File: src/core/uim_pkg.sv
// Constants for the usart interrupt-mask bank with SPI clock settings.
// Assumes a 20 MHz peripheral clock and registers reached over APB.
// Summary of operation
// - In SPI master or slave mode the serial clock rests at the level chosen by spi_clock_idle_level.
// - The serial clock pin is driven only with serial_clock_drive_select set and the clock selection field not external.
// - With transmit gating off a written character starts once the holding register took it and the shifter is idle.
// - In SPI modes with transmit gating on a written character starts only while no received character waits.
// - Writing interrupt_enable_set sets each mask bit written as one; reads return zero.
// - Writing interrupt_enable_clear clears each mask bit written as one; it is write-only.
// - interrupt_enable_view reads one for each enabled interrupt source and zero otherwise.
// - Outside SPI modes the enables sit at bits 0 to 9, 11, 12 and 19.
// - In SPI modes bit 10 enables underrun and break, framing, parity, timeout, cts enables vanish.
// - The SPI layout applies only when the mode field selects SPI master or SPI slave.
// - Count-end and buffer empty or full enables work in every operating mode.
// - The received-character flag sets on a complete character and clears on a holding read.
// - The SPI underrun flag stays set until status_reset_command or its own status bit is written as one.
package uim_pkg;
    localparam logic [31:0] CTRL_ADDR = 32'h40024000;
    localparam logic [31:0] MODE_ADDR = 32'h40024004;
    localparam logic [31:0] IES_ADDR  = 32'h40024008;
    localparam logic [31:0] IEC_ADDR  = 32'h4002400c;
    localparam logic [31:0] IEV_ADDR  = 32'h40024010;
    localparam logic [31:0] STAT_ADDR = 32'h40024014;
    localparam logic [31:0] RHR_ADDR  = 32'h40024018;
    localparam logic [31:0] THR_ADDR  = 32'h4002401c;

    localparam int B_RXCHR   = 0;
    localparam int B_TXFREE  = 1;
    localparam int B_BRK     = 2;
    localparam int B_RXCEND  = 3;
    localparam int B_TXCEND  = 4;
    localparam int B_OVRUN   = 5;
    localparam int B_FRAME   = 6;
    localparam int B_PARITY  = 7;
    localparam int B_TIMEOUT = 8;
    localparam int B_DRAINED = 9;
    localparam int B_UNDRUN  = 10;
    localparam int B_TXBEMP  = 11;
    localparam int B_RXBFUL  = 12;
    localparam int B_CTSCHG  = 19;

    localparam logic [31:0] NORMAL_LAYOUT = 32'h00081bff;
    localparam logic [31:0] SPI_LAYOUT    = 32'h00001e3b;
    localparam logic [31:0] STICKY_BITS   = 32'h000805e4;
    localparam logic [31:0] STRST_CLEARS  = 32'h000004e4;
    localparam logic [31:0] MODE_WMASK    = 32'h001501ff;
    localparam logic [31:0] MODE_RESET    = 32'h00000000;
    localparam logic [31:0] MASK_RESET    = 32'h00000000;

    localparam int STRST_BIT     = 8;
    localparam int MODE_LSB      = 0;
    localparam int MODE_W        = 4;
    localparam int CLKS_LSB      = 4;
    localparam int CLKS_W        = 2;
    localparam int IDLE_LVL_BIT  = 16;
    localparam int DRIVE_SEL_BIT = 18;
    localparam int GATING_BIT    = 20;

    localparam logic [3:0] MODE_SPI_MASTER = 4'he;
    localparam logic [3:0] MODE_SPI_SLAVE  = 4'hf;
    localparam logic [1:0] CLKS_DIV        = 2'h1;
    localparam logic [1:0] CLKS_EXT        = 2'h3;

    localparam int CLK_DIV_DEFAULT = 8;
    localparam int CHAR_BITS       = 8;

    typedef enum logic {TX_IDLE, TX_SHIFT} uim_tx_state_t;
endpackage : uim_pkg

File: src/core/uim_link_if.sv
// Carries the sampled serial clock from the synchroniser to the core.
// Assumes both ends run on the peripheral clock.
interface uim_link_if;
    logic level;
    logic rise;
    logic fall;

    modport sync_side (output level, output rise, output fall);
    modport core_side (input level, input rise, input fall);
endinterface : uim_link_if

File: src/core/uim_link_sync.sv
// Two-stage synchroniser and edge finder for the external serial clock.
// Assumes the link clock is slow against core_clk_i (400 ns against 50 ns).
module uim_link_sync (
    // Clock and reset
    input  wire logic     core_clk_i,
    input  wire logic     rst_i,
    // Raw pin
    input  wire logic     link_clk_i,
    // Sampled view
    uim_link_if.sync_side link
);
    typedef struct packed {
        logic meta;
        logic sync;
        logic last;
    } uim_sync_state_t;

    uim_sync_state_t state_ff;
    uim_sync_state_t nxt_state;

    always_comb begin
        nxt_state      = state_ff;
        nxt_state.meta = link_clk_i;
        nxt_state.sync = state_ff.meta;
        nxt_state.last = state_ff.sync;
    end

    always_ff @(posedge core_clk_i or posedge rst_i) begin
        if (rst_i) begin
            state_ff <= '0;
        end else begin
            state_ff <= nxt_state;
        end
    end

    // Edges are taken between the second and third stage, never from meta
    assign link.level = state_ff.sync;
    assign link.rise  = state_ff.sync & ~state_ff.last;
    assign link.fall  = ~state_ff.sync & state_ff.last;
endmodule : uim_link_sync

File: src/core/uim_core.sv
// Interrupt mask bank, status flags and SPI clock and transmit gating of the usart.
// Assumes an APB master on core_clk_i and receiver events on the same clock.
//
// The implementer's own choice: the APB slave port.
module uim_core #(
    parameter int CLK_DIV = uim_pkg::CLK_DIV_DEFAULT
) (
    // Clock and reset
    input  wire logic        core_clk_i,
    input  wire logic        rst_i,
    // APB slave
    input  wire logic        psel_i,
    input  wire logic        penable_i,
    input  wire logic        pwrite_i,
    input  wire logic [31:0] paddr_i,
    input  wire logic [31:0] pwdata_i,
    output logic      [31:0] prdata_o,
    output logic             pready_o,
    output logic             pslverr_o,
    // Receiver and buffer events
    input  wire logic        rx_char_valid_i,
    input  wire logic [7:0]  rx_char_i,
    input  wire logic        rx_count_end_i,
    input  wire logic        tx_count_end_i,
    input  wire logic        tx_bufs_empty_i,
    input  wire logic        rx_bufs_full_i,
    input  wire logic        break_seen_i,
    input  wire logic        frame_err_i,
    input  wire logic        parity_err_i,
    input  wire logic        timeout_i,
    input  wire logic        cts_change_i,
    // Serial line
    input  wire logic        link_clk_i,
    output logic             spi_clock_line_o,
    output logic             spi_clock_line_oe_n_o,
    output logic             txd_o,
    // Interrupt
    output logic             irq_o
);
    localparam int DIV_W  = $clog2(CLK_DIV);
    localparam int HALF_W = $clog2(2 * uim_pkg::CHAR_BITS);
    localparam logic [DIV_W-1:0]  DIV_LAST  = DIV_W'(CLK_DIV - 1);
    localparam logic [HALF_W-1:0] HALF_LAST = HALF_W'(2 * uim_pkg::CHAR_BITS - 1);

    if (CLK_DIV < 2) begin : g_bad_div
        $error("CLK_DIV must be at least 2");
    end

    typedef struct packed {
        logic [31:0]                   mask;
        logic [31:0]                   mode;
        logic [31:0]                   sticky;
        logic                          rx_flag;
        logic [7:0]                    rx_data;
        logic                          hold_full;
        logic [7:0]                    hold_data;
        logic [7:0]                    sh_data;
        uim_pkg::uim_tx_state_t        tx_state;
        logic [HALF_W-1:0]             half_cnt;
        logic [DIV_W-1:0]              div_cnt;
        logic                          sclk;
        logic                          txd;
        logic [31:0]                   rdata;
        logic                          perr;
    } uim_core_state_t;

    uim_core_state_t state_ff;
    uim_core_state_t nxt_state;

    uim_link_if link ();

    uim_link_sync u_link_sync (
        .core_clk_i (core_clk_i),
        .rst_i      (rst_i),
        .link_clk_i (link_clk_i),
        .link       (link)
    );

    function automatic logic is_spi(input logic [31:0] mode);
        logic [3:0] m;
        m = mode[uim_pkg::MODE_LSB +: uim_pkg::MODE_W];
        return (m == uim_pkg::MODE_SPI_MASTER) || (m == uim_pkg::MODE_SPI_SLAVE);
    endfunction : is_spi

    function automatic logic [31:0] layout_of(input logic [31:0] mode);
        return is_spi(mode) ? uim_pkg::SPI_LAYOUT : uim_pkg::NORMAL_LAYOUT;
    endfunction : layout_of

    function automatic logic addr_known(input logic [31:0] a);
        return a inside {uim_pkg::CTRL_ADDR, uim_pkg::MODE_ADDR, uim_pkg::IES_ADDR,
                         uim_pkg::IEC_ADDR, uim_pkg::IEV_ADDR, uim_pkg::STAT_ADDR,
                         uim_pkg::RHR_ADDR, uim_pkg::THR_ADDR};
    endfunction : addr_known

    logic        setup;
    logic        acc_wr;
    logic        acc_rd;
    logic [31:0] view;
    logic [31:0] live;
    logic [31:0] stat_view;
    logic [3:0]  mode_f;
    logic [1:0]  clks_f;
    logic        idle_lvl;
    logic        ext_clk;
    logic        tick;
    logic        gate_ok;
    logic        rd_rhr;

    assign setup    = psel_i & ~penable_i;
    assign acc_wr   = psel_i & penable_i & pwrite_i & ~state_ff.perr;
    assign acc_rd   = psel_i & penable_i & ~pwrite_i & ~state_ff.perr;
    assign rd_rhr   = acc_rd & (paddr_i == uim_pkg::RHR_ADDR);
    assign mode_f   = state_ff.mode[uim_pkg::MODE_LSB +: uim_pkg::MODE_W];
    assign clks_f   = state_ff.mode[uim_pkg::CLKS_LSB +: uim_pkg::CLKS_W];
    assign idle_lvl = state_ff.mode[uim_pkg::IDLE_LVL_BIT];
    assign view     = state_ff.mask & layout_of(state_ff.mode);
    assign ext_clk  = (clks_f == uim_pkg::CLKS_EXT) || (mode_f == uim_pkg::MODE_SPI_SLAVE);

    // Gating only means something in SPI modes, where a reply waits on a read
    assign gate_ok  = ~(is_spi(state_ff.mode) & state_ff.mode[uim_pkg::GATING_BIT])
                      | ~state_ff.rx_flag;

    always_comb begin
        if (ext_clk) begin
            tick = link.rise | link.fall;
        end else if (clks_f == uim_pkg::CLKS_DIV) begin
            tick = (state_ff.div_cnt == DIV_LAST);
        end else begin
            tick = 1'b1;
        end
    end

    always_comb begin
        live                     = '0;
        live[uim_pkg::B_RXCHR]   = state_ff.rx_flag;
        live[uim_pkg::B_TXFREE]  = ~state_ff.hold_full;
        live[uim_pkg::B_RXCEND]  = rx_count_end_i;
        live[uim_pkg::B_TXCEND]  = tx_count_end_i;
        live[uim_pkg::B_DRAINED] = ~state_ff.hold_full & (state_ff.tx_state == uim_pkg::TX_IDLE);
        live[uim_pkg::B_TXBEMP]  = tx_bufs_empty_i;
        live[uim_pkg::B_RXBFUL]  = rx_bufs_full_i;
    end

    assign stat_view = state_ff.sticky | live;

    always_comb begin
        nxt_state = state_ff;

        // Read data and error are latched in the setup cycle; no wait states
        if (setup) begin
            nxt_state.perr = ~addr_known(paddr_i);
            unique case (paddr_i)
                uim_pkg::MODE_ADDR: nxt_state.rdata = state_ff.mode;
                uim_pkg::IEV_ADDR:  nxt_state.rdata = view;
                uim_pkg::STAT_ADDR: nxt_state.rdata = stat_view;
                uim_pkg::RHR_ADDR:  nxt_state.rdata = {24'h000000, state_ff.rx_data};
                default:            nxt_state.rdata = 32'h00000000;
            endcase
        end

        // Software clears come first so that hardware sets below win
        if (acc_wr) begin
            unique case (paddr_i)
                uim_pkg::CTRL_ADDR: begin
                    if (pwdata_i[uim_pkg::STRST_BIT]) begin
                        nxt_state.sticky = state_ff.sticky & ~uim_pkg::STRST_CLEARS;
                    end
                end
                uim_pkg::MODE_ADDR: begin
                    nxt_state.mode = pwdata_i & uim_pkg::MODE_WMASK;
                end
                uim_pkg::IES_ADDR: begin
                    nxt_state.mask = state_ff.mask | (pwdata_i & layout_of(state_ff.mode));
                end
                uim_pkg::IEC_ADDR: begin
                    nxt_state.mask = state_ff.mask & ~(pwdata_i & layout_of(state_ff.mode));
                end
                uim_pkg::STAT_ADDR: begin
                    nxt_state.sticky = state_ff.sticky & ~(pwdata_i & uim_pkg::STICKY_BITS);
                end
                uim_pkg::THR_ADDR: begin
                    // A write while the holding register is still full is dropped
                    if (!state_ff.hold_full) begin
                        nxt_state.hold_full = 1'b1;
                        nxt_state.hold_data = pwdata_i[7:0];
                    end
                end
                default: begin
                end
            endcase
        end

        if (rd_rhr) begin
            nxt_state.rx_flag = 1'b0;
        end
        if (acc_rd && (paddr_i == uim_pkg::STAT_ADDR)) begin
            nxt_state.sticky[uim_pkg::B_CTSCHG] = 1'b0;
        end

        if (rx_char_valid_i) begin
            if (state_ff.rx_flag && !rd_rhr) begin
                nxt_state.sticky[uim_pkg::B_OVRUN] = 1'b1;
            end
            nxt_state.rx_flag = 1'b1;
            nxt_state.rx_data = rx_char_i;
        end
        if (break_seen_i) begin
            nxt_state.sticky[uim_pkg::B_BRK] = 1'b1;
        end
        if (frame_err_i) begin
            nxt_state.sticky[uim_pkg::B_FRAME] = 1'b1;
        end
        if (parity_err_i) begin
            nxt_state.sticky[uim_pkg::B_PARITY] = 1'b1;
        end
        if (timeout_i) begin
            nxt_state.sticky[uim_pkg::B_TIMEOUT] = 1'b1;
        end
        if (cts_change_i) begin
            nxt_state.sticky[uim_pkg::B_CTSCHG] = 1'b1;
        end

        if (clks_f == uim_pkg::CLKS_DIV) begin
            nxt_state.div_cnt = (state_ff.div_cnt == DIV_LAST) ? '0 : state_ff.div_cnt + 1'b1;
        end else begin
            nxt_state.div_cnt = '0;
        end

        unique case (state_ff.tx_state)
            uim_pkg::TX_IDLE: begin
                if (state_ff.hold_full && gate_ok) begin
                    nxt_state.tx_state  = uim_pkg::TX_SHIFT;
                    nxt_state.hold_full = 1'b0;
                    nxt_state.sh_data   = state_ff.hold_data;
                    nxt_state.txd       = state_ff.hold_data[7];
                    nxt_state.half_cnt  = '0;
                end else if (tick && ext_clk && !state_ff.hold_full
                             && mode_f == uim_pkg::MODE_SPI_SLAVE) begin
                    // Peer clocks us with nothing to send
                    nxt_state.sticky[uim_pkg::B_UNDRUN] = 1'b1;
                end
            end
            uim_pkg::TX_SHIFT: begin
                if (tick) begin
                    nxt_state.half_cnt = state_ff.half_cnt + 1'b1;
                    // Data changes as the trailing half of each bit ends
                    if (state_ff.half_cnt[0]) begin
                        nxt_state.sh_data = {state_ff.sh_data[6:0], 1'b0};
                        nxt_state.txd     = state_ff.sh_data[6];
                    end
                    if (state_ff.half_cnt == HALF_LAST) begin
                        nxt_state.tx_state = uim_pkg::TX_IDLE;
                    end
                end
            end
        endcase

        // Line sits at the idle level except in the second half of each bit while shifting
        nxt_state.sclk = nxt_state.mode[uim_pkg::IDLE_LVL_BIT]
                         ^ ((nxt_state.tx_state == uim_pkg::TX_SHIFT)
                            & nxt_state.half_cnt[0]);
    end

    always_ff @(posedge core_clk_i or posedge rst_i) begin
        if (rst_i) begin
            state_ff          <= '0;
            state_ff.mode     <= uim_pkg::MODE_RESET;
            state_ff.mask     <= uim_pkg::MASK_RESET;
            state_ff.tx_state <= uim_pkg::TX_IDLE;
            state_ff.txd      <= 1'b1;
        end else begin
            state_ff <= nxt_state;
        end
    end

    assign prdata_o  = state_ff.rdata;
    assign pready_o  = 1'b1;
    assign pslverr_o = state_ff.perr & psel_i & penable_i;
    assign txd_o     = state_ff.txd;
    assign spi_clock_line_o = state_ff.sclk;
    assign spi_clock_line_oe_n_o = ~(state_ff.mode[uim_pkg::DRIVE_SEL_BIT]
                                     & (clks_f != uim_pkg::CLKS_EXT));
    assign irq_o     = |(stat_view & view);

    a_idle_level:
    assert property (@(posedge core_clk_i) disable iff (rst_i)
        (state_ff.tx_state == uim_pkg::TX_IDLE) |-> (spi_clock_line_o == idle_lvl))
        else $error("serial clock not at idle level");

    a_pin_drive:
    assert property (@(posedge core_clk_i) disable iff (rst_i)
        spi_clock_line_oe_n_o == !(state_ff.mode[uim_pkg::DRIVE_SEL_BIT]
                                   && clks_f != uim_pkg::CLKS_EXT))
        else $error("serial clock pin drive wrong");

    a_tx_start:
    assert property (@(posedge core_clk_i) disable iff (rst_i)
        (state_ff.tx_state == uim_pkg::TX_IDLE && state_ff.hold_full
         && !state_ff.mode[uim_pkg::GATING_BIT])
        |=> (state_ff.tx_state == uim_pkg::TX_SHIFT) && !state_ff.hold_full)
        else $error("character did not start");

    a_tx_gated:
    assert property (@(posedge core_clk_i) disable iff (rst_i)
        (is_spi(state_ff.mode) && state_ff.mode[uim_pkg::GATING_BIT]
         && state_ff.rx_flag && state_ff.tx_state == uim_pkg::TX_IDLE)
        |=> state_ff.tx_state == uim_pkg::TX_IDLE)
        else $error("gated character started");

    a_enable_set:
    assert property (@(posedge core_clk_i) disable iff (rst_i)
        (acc_wr && paddr_i == uim_pkg::IES_ADDR && pwdata_i[uim_pkg::B_OVRUN])
        |=> view[uim_pkg::B_OVRUN])
        else $error("enable set lost");

    a_enable_clear:
    assert property (@(posedge core_clk_i) disable iff (rst_i)
        (acc_wr && paddr_i == uim_pkg::IEC_ADDR && pwdata_i[uim_pkg::B_TXFREE])
        |=> !view[uim_pkg::B_TXFREE])
        else $error("enable clear lost");

    a_view_read:
    assert property (@(posedge core_clk_i) disable iff (rst_i)
        (setup && !pwrite_i && paddr_i == uim_pkg::IEV_ADDR) |=> prdata_o == $past(view))
        else $error("mask view read wrong");

    a_normal_layout:
    assert property (@(posedge core_clk_i) disable iff (rst_i)
        !is_spi(state_ff.mode) |-> (view & ~uim_pkg::NORMAL_LAYOUT) == 32'h00000000)
        else $error("normal layout bit out of place");

    a_spi_layout:
    assert property (@(posedge core_clk_i) disable iff (rst_i)
        is_spi(state_ff.mode) |-> !view[uim_pkg::B_BRK] && !view[uim_pkg::B_CTSCHG]
                                  && (view & ~uim_pkg::SPI_LAYOUT) == 32'h00000000)
        else $error("spi layout bit out of place");

    a_count_enables:
    assert property (@(posedge core_clk_i) disable iff (rst_i)
        (acc_wr && paddr_i == uim_pkg::IES_ADDR && pwdata_i[uim_pkg::B_RXCEND])
        |=> view[uim_pkg::B_RXCEND])
        else $error("count-end enable lost");

    a_rx_flag:
    assert property (@(posedge core_clk_i) disable iff (rst_i)
        rx_char_valid_i |=> stat_view[uim_pkg::B_RXCHR] && state_ff.rx_data == $past(rx_char_i))
        else $error("received character flag not set");

    a_underrun_hold:
    assert property (@(posedge core_clk_i) disable iff (rst_i)
        (state_ff.sticky[uim_pkg::B_UNDRUN]
         && !(acc_wr && paddr_i == uim_pkg::CTRL_ADDR && pwdata_i[uim_pkg::STRST_BIT])
         && !(acc_wr && paddr_i == uim_pkg::STAT_ADDR && pwdata_i[uim_pkg::B_UNDRUN]))
        |=> state_ff.sticky[uim_pkg::B_UNDRUN])
        else $error("underrun flag dropped");

    a_irq_raise:
    assert property (@(posedge core_clk_i) disable iff (rst_i)
        (rx_char_valid_i && view[uim_pkg::B_RXCHR] && !rd_rhr) |=> irq_o)
        else $error("interrupt not raised");
endmodule : uim_core

File: config.mk
export PLATFORM = sky130hd
export DESIGN_NAME = uim_core
export DESIGN_NICKNAME = d
export VERILOG_FILES = /design/src/core/uim_pkg.sv /design/src/core/uim_link_if.sv /design/src/core/uim_link_sync.sv /design/src/core/uim_core.sv
export SDC_FILE = /design/constraint.sdc
export NUM_CORES = 1
export LEC_CHECK = 0
export ABC_AREA = 1
export BUFFER_PORTS_ARGS = -buffer_cell sky130_fd_sc_hd__buf_2
export CAP_MARGIN = 20
export CORE_MARGIN = 4
export CORE_UTILIZATION = 30
export CTS_BUF_LIST = sky130_fd_sc_hd__clkbuf_4 sky130_fd_sc_hd__clkbuf_8
export DETAILED_ROUTE_END_ITERATION = 7
export SLEW_MARGIN = 0
export SYNTH_ARGS = -nofsm -noshare
export SYNTH_HDL_FRONTEND = slang
export SYNTH_HIERARCHICAL = 1
export SYNTH_SLANG_ARGS = --single-unit
File: constraint.sdc
create_clock -name core_clk_i -period 3.9 [get_ports core_clk_i]
set_input_delay 0 -clock core_clk_i [delete_from_list [all_inputs] [get_ports core_clk_i]]
set_output_delay 0 -clock core_clk_i [all_outputs]
set_load 0.02 [all_outputs]
== Word level (Yosys, flattened, before mapping) ==
Index checks and enable logic that the tools add are counted.
W data, S select, Z words.

* Register bits after elaboration: 147
* Latch bits: 0
* Memory bits (writable): 0
* Bits in read-only memories: 0
* Input port bits: 88
* Output and inout bits: 38
* Memories kept: 0

* Add/subtract/negate cells: 2
* Multiply operators: 0
* Divide/modulo/power cells: 0
* $lt $le $gt $ge: 0
* Eq/ne operators: 23
* Shifts and indexed selects: 0
* Multiplexer cells: 38
* Bitwise logic cells: 39
* Reductions and logical operators: 35

{| class="wikitable"
|+ Operators by type and width
! kind !! count
|-
| $eq A32 B31 Y1 const B || 8
|-
| $pmux W32 S2 || 2
|-
| $pmux W32 S4 || 1
|-
| $and A32 B32 Y32 || 3
|-
| $and A32 B20 Y32 || 2
|-
| $mux W49 || 1
|-
| $not A20 Y32 || 1
|-
| $not A32 Y32 || 1
|-
| $or A32 B13 Y32 || 1
|-
| $or A32 B32 Y32 || 1
|-
| $reduce_or A32 Y1 || 1
|-
| $mux W9 || 3
|-
| $mux W12 || 2
|-
| $pmux W12 S2 || 1
|-
| $reduce_and A3 Y1 || 8
|-
| $mux W1 || 20
|-
| $mux W20 || 1
|-
| $mux W17 || 1
|-
| $and A1 B1 Y1 || 15
|-
| $reduce_bool A3 Y1 || 5
|-
| $reduce_bool A2 Y1 || 7
|-
| $eq A4 B4 Y1 const B || 3
|-
| $not A1 Y1 || 12
|-
| $mux W11 || 1
|-
| other kinds (20) || 36
|}

== Logic depth before layout (Yosys ltp) ==
* Word-level depth: 10
* Gate-level depth with buffers: 12
* Depth with buffers taken out: 11

== Hierarchy ==
Netlist, hierarchy kept.

{| class="wikitable"
|+ By module, submodules not included
! module !! instances !! cells each !! area an instance (µm²) !! seq. area each (µm²)
|-
| uim_core || 1 || 842 || 6681.4 || 3154.3
|-
| uim_link_sync || 1 || 8 || 93.8 || 75.1
|}

== Worst setup path after synthesis ==
No wires, ideal clock.

* Path type: reg2reg
* Start point: register state_ff[35] (netlist bit)
* End point: register state_ff[44] (netlist bit)
* Library setup time: 121 ps
* Arrival: 1487 ps
* Slack: 2293 ps
* Cell stages (with the launch flop): 12
* Path buffers: 1
* Clock period less this slack: 1607 ps
* Cells stage by stage: dfrtp_1 > ha_1 > ha_1 > nor2_1 > nand2_1 > nand3_1 > nand2_2 > o21ai_2 > inv_2 > buf_4 > nand2_1 > o21ai_1

* Longest elaborated chain between the ends: 5

{| class="wikitable"
|+ Ends and longest elaborated chain
! element !! RTL line !! RTL
|-
| from (decl) || uim_core.sv:67 || <nowiki>uim_core_state_t state_ff;</nowiki>
|-
| from (signal assigned) || uim_core.sv:272 || <nowiki>state_ff <= nxt_state;</nowiki>
|-
| $eq A3 B3 Y1 || uim_core.sv:127 || <nowiki>tick = (state_ff.div_cnt == DIV_LAST);</nowiki>
|-
| $mux W1 || uim_core.sv:126 || <nowiki>end else if (clks_f == uim_pkg::CLKS_DIV) begin</nowiki>
|-
| $mux W1 || uim_core.sv:124 || <nowiki>if (ext_clk) begin</nowiki>
|-
| $ne A2 B1 Y1 (no source line) || n/a ||
|-
| $reduce_and A3 Y1 (no source line) || n/a ||
|}

Every way passes these cells.
A chain may end at the register's enable or synchronous reset.

== Worst setup path in the final report ==
* Start point: register state_ff, in the netlist mode_f[1]
* End point: output port irq_o

* Longest elaborated chain between the ends: 6

{| class="wikitable"
|+ Ends and longest elaborated chain
! element !! RTL line !! RTL
|-
| $eq A4 B4 Y1 || uim_core.sv:82 || <nowiki>return (m == uim_pkg::MODE_SPI_MASTER) || (m == uim_pkg::MODE_SPI_SLAVE);</nowiki>
|-
| $logic_or A1 B1 Y1 * || uim_core.sv:82 ||
|-
| $mux W20 * || uim_core.sv:86 || <nowiki>return is_spi(mode) ? uim_pkg::SPI_LAYOUT : uim_pkg::NORMAL_LAYOUT;</nowiki>
|-
| $and A32 B20 Y32 * || uim_core.sv:116 || <nowiki>assign view = state_ff.mask & layout_of(state_ff.mode);</nowiki>
|-
| $and A32 B32 Y32 * || uim_core.sv:283 || <nowiki>assign irq_o = |(stat_view & view);</nowiki>
|-
| $reduce_or A32 Y1 * || uim_core.sv:283 ||
|-
| to (decl) || uim_core.sv:38 || <nowiki>output logic irq_o</nowiki>
|}

Every way passes the cells marked *; elsewhere a longest branch is shown, timed or not.

==> run summary <==
WHS - 0.0327 ns
Die Span Y - 158 µm
count of cell types in the netlist - 46
PwrDens - 355 mW/mm²
RSZ-0062 raised after global routing - no
Synth Flop Type - dfrtp_1
CP top delay family - simple AND/OR/NAND/NOR gates
die footprint - 0.0251 mm²
maximum clock frequency - 0.452 GHz
Slew Viols, Final - 0
Worst slew margin - 0.448
asr flop ratio synth - 1.00
compound-gate portion of the synthesized area - 0.0643
Initial DRC Count - 363
Layout Cell Area excl Fill - 0.00824 mm²
Residual DRC - 0
H-tree depth - 4
Max-Cap Viols - 0
worst-path fanout max - 13
Die Wd - 158 µm
status - finished, final reports clean
largest family of logic cells by synthesized area - simple AND/OR/NAND/NOR gates
CP Capture Type - output port
Post-CTS Setup Bufs - 0
number of synthesized flops with an enable pin - 0
first-pass GRT wire length - 28,600 µm
mux share of post-synthesis cell area - 0.00148
CTS tree - yes
endpoints failing hold - 0
total number of clock tree sinks - 129
Slowest cell on crit path - dfrtp_1
IR drop worst, VDD - 235 µV
1st-pass router iterations - 5
Reg clk slew, reported paths - 0.07 ns
vias in the first global route - 5,580
Util after Layout - 0.374
largest area contributor in the netlist - dfrtp_1
Post-CTS Hold Buffers - 50
vias per cell - 4.46
#FFs+latches synth - 129
ant diodes - 0
Worst Path Buf+Inv - 2
critical path arrival - 2.21 ns
Starting Density - 0.308
simple logic cell fraction of the synthesized area - 0.322
syn_nets - 941
Post-Synth XOR/XNOR Area - 0.00129
placed inst area - 0.00723 mm²
synth warn - 6
pin count of the biggest net entering global routing - 65
initial antenna violation count - 0
layout cell share with drive strength beyond 1 - 0.226
routability-driven placement congestion ratio - 0.836
Tot Pwr - 2930 µW
synth-to-layout area growth - 21.6%
via count - 5,539
Final ANT Viol Nets - 0
Std-Cell Rows - 54
Post-Synthesis Cells - 850
Worst Setup Start Kind - flip-flop
Hold Path Class - input pin to flip-flop
Mapped Area - 0.00678 mm²
final WL - 17,500 µm
Crit path largest cell delay - 0.42 ns
share of the synthesized area in the top cell type - 0.473
grt total ovfl - 0
Synth top cells by count - nand2_1 (263), dfrtp_1 (128), inv_1 (85)
floorplan core area - 0.0220 mm²
final period utilization - 0.568
most area-consuming cells after synthesis - dfrtp_1 (47%), nand2_1 (15%), nand3_1 (6.1%)
later-pin clock latency in the skew report - 0.43 ns
fin nets - 1,041
port bufs - 109
setup TNS - 0 ns
Most common cell on crit path - nand2_1
post-detail-place hpwl - 13,000 µm
critical-path cell list - nand3_1, nand2_1, inv_1, nand2_1, o2111ai_1, nor3_1, nand2_1, buf_2
Leak Pwr - 0.00425 µW
clock skew - 0.00977 ns
Mapped Avg Cell Area - 7.97 µm²
IO Count - 126
GRT Total Usage - 0.146
Tmin final - 2.21 ns
most common cell in the synthesized netlist - nand2_1
Root Driver - clkbuf_8
drt wl/cell - 14.1 µm
sequential share of the synthesized area - 0.477
reg2reg setup slack - 1.81 ns
Clock Path Buffers - 2
critical path class - flip-flop to output port
clock buffer count from CTS - 17
Req. time, crit path - 3.90 ns
synthesized-area fraction occupied by adder cells - 0.00554
worst-margin pin slew - 0.828 ns
post-CTS sizing - 0
Setup Viol. Count Final - 0
## worst paths after layout
check	from	to	depth (start not counted)
worst max-delay path	mode_f[1]	irq_o	8
worst min-delay path	rx_count_end_i	prdata_o[3]	6
worst max register to register	state_ff[0]	state_ff[88]	6
worst min register to register	u_link_sync/nxt_state[1]	u_link_sync/link.level	0
max in group asynchronous	rst_i	prdata_o[5]	4
min in group asynchronous	rst_i	spi_clock_line_o	3
## cell usage in the layout, fill, tap and decap left out, drive strengths merged, types with 5 or more instances in the layout
cell type    Yosys  final
bufinv           0      5
dlygate4sd3      0     50
o21ai           54     54
nand4           30     30
buf             48    116
dfrtp          128    128
inv             91     91
nand3           84     84
nor2            70     70
nand2          271    271
clkinv           3      5
nor3             6      6
o22ai            7      7
clkbuf          37     23
## where the power goes
| group | internal (µW) | switching (µW) | leakage, µW |
|---|---|---|---|
| clock | 853 | 519 | 0.000242 |
| combinational | 81.5 | 118 | 0.00228 |
| sequential | 1350 | 7.49 | 0.00172 |
## routing by layer
| metal | routed length [µm] | global-route usage | vias up |
|---|---|---|---|
| met5 | 0 | 0 | - |
| met4 | 243 | 0.0435 | 0 |
| met3 | 1040 | 0.0356 | 17 |
| met2 | 8060 | 0.230 | 137 |
| met1 | 8150 | 0.200 | 2541 |
| li1 | - | - | 2844 |
## metrics by stage
stage	setup WS, ns	instances
detailed placement	1.88	1160
global route	1.44	1243
finish	1.69	1243
global placement	1.91	1160
floorplan	0.546	850
CTS	1.63	1242
## tightest hold or removal path, cell delays in order
cell and delay, ns:
buf_2 0.08, nor2_1 0.05, nand3b_1 0.14, nand2_1 0.06
o21ai_1 0.05, nand2_1 0.04
## logic make-up (layout without fill, tap and decap cells)
kind of cell	count (synthesis)	count (layout)
AOI/OAI and AO/OA	67	67
DFF	129	129
muxes	1	1
adders and majority gates	3	3
buffers and inverters	179	292
xor gates and xnor gates	1	1
other	1	1
and+or+nand+nor	469	469
## final cells by class
type                            count  area, µm²
Timing Repair Buffer              166       1130
Inverter                           94        362
Sequential cell                   129       3230
Fill cell                        2326      13800
Multi-Input combinational cell    542       2680
Clock inverter                      9        175
Tap cell                          280        350
Clock buffer                       23        310
Power figures use the tool's default switching activity.
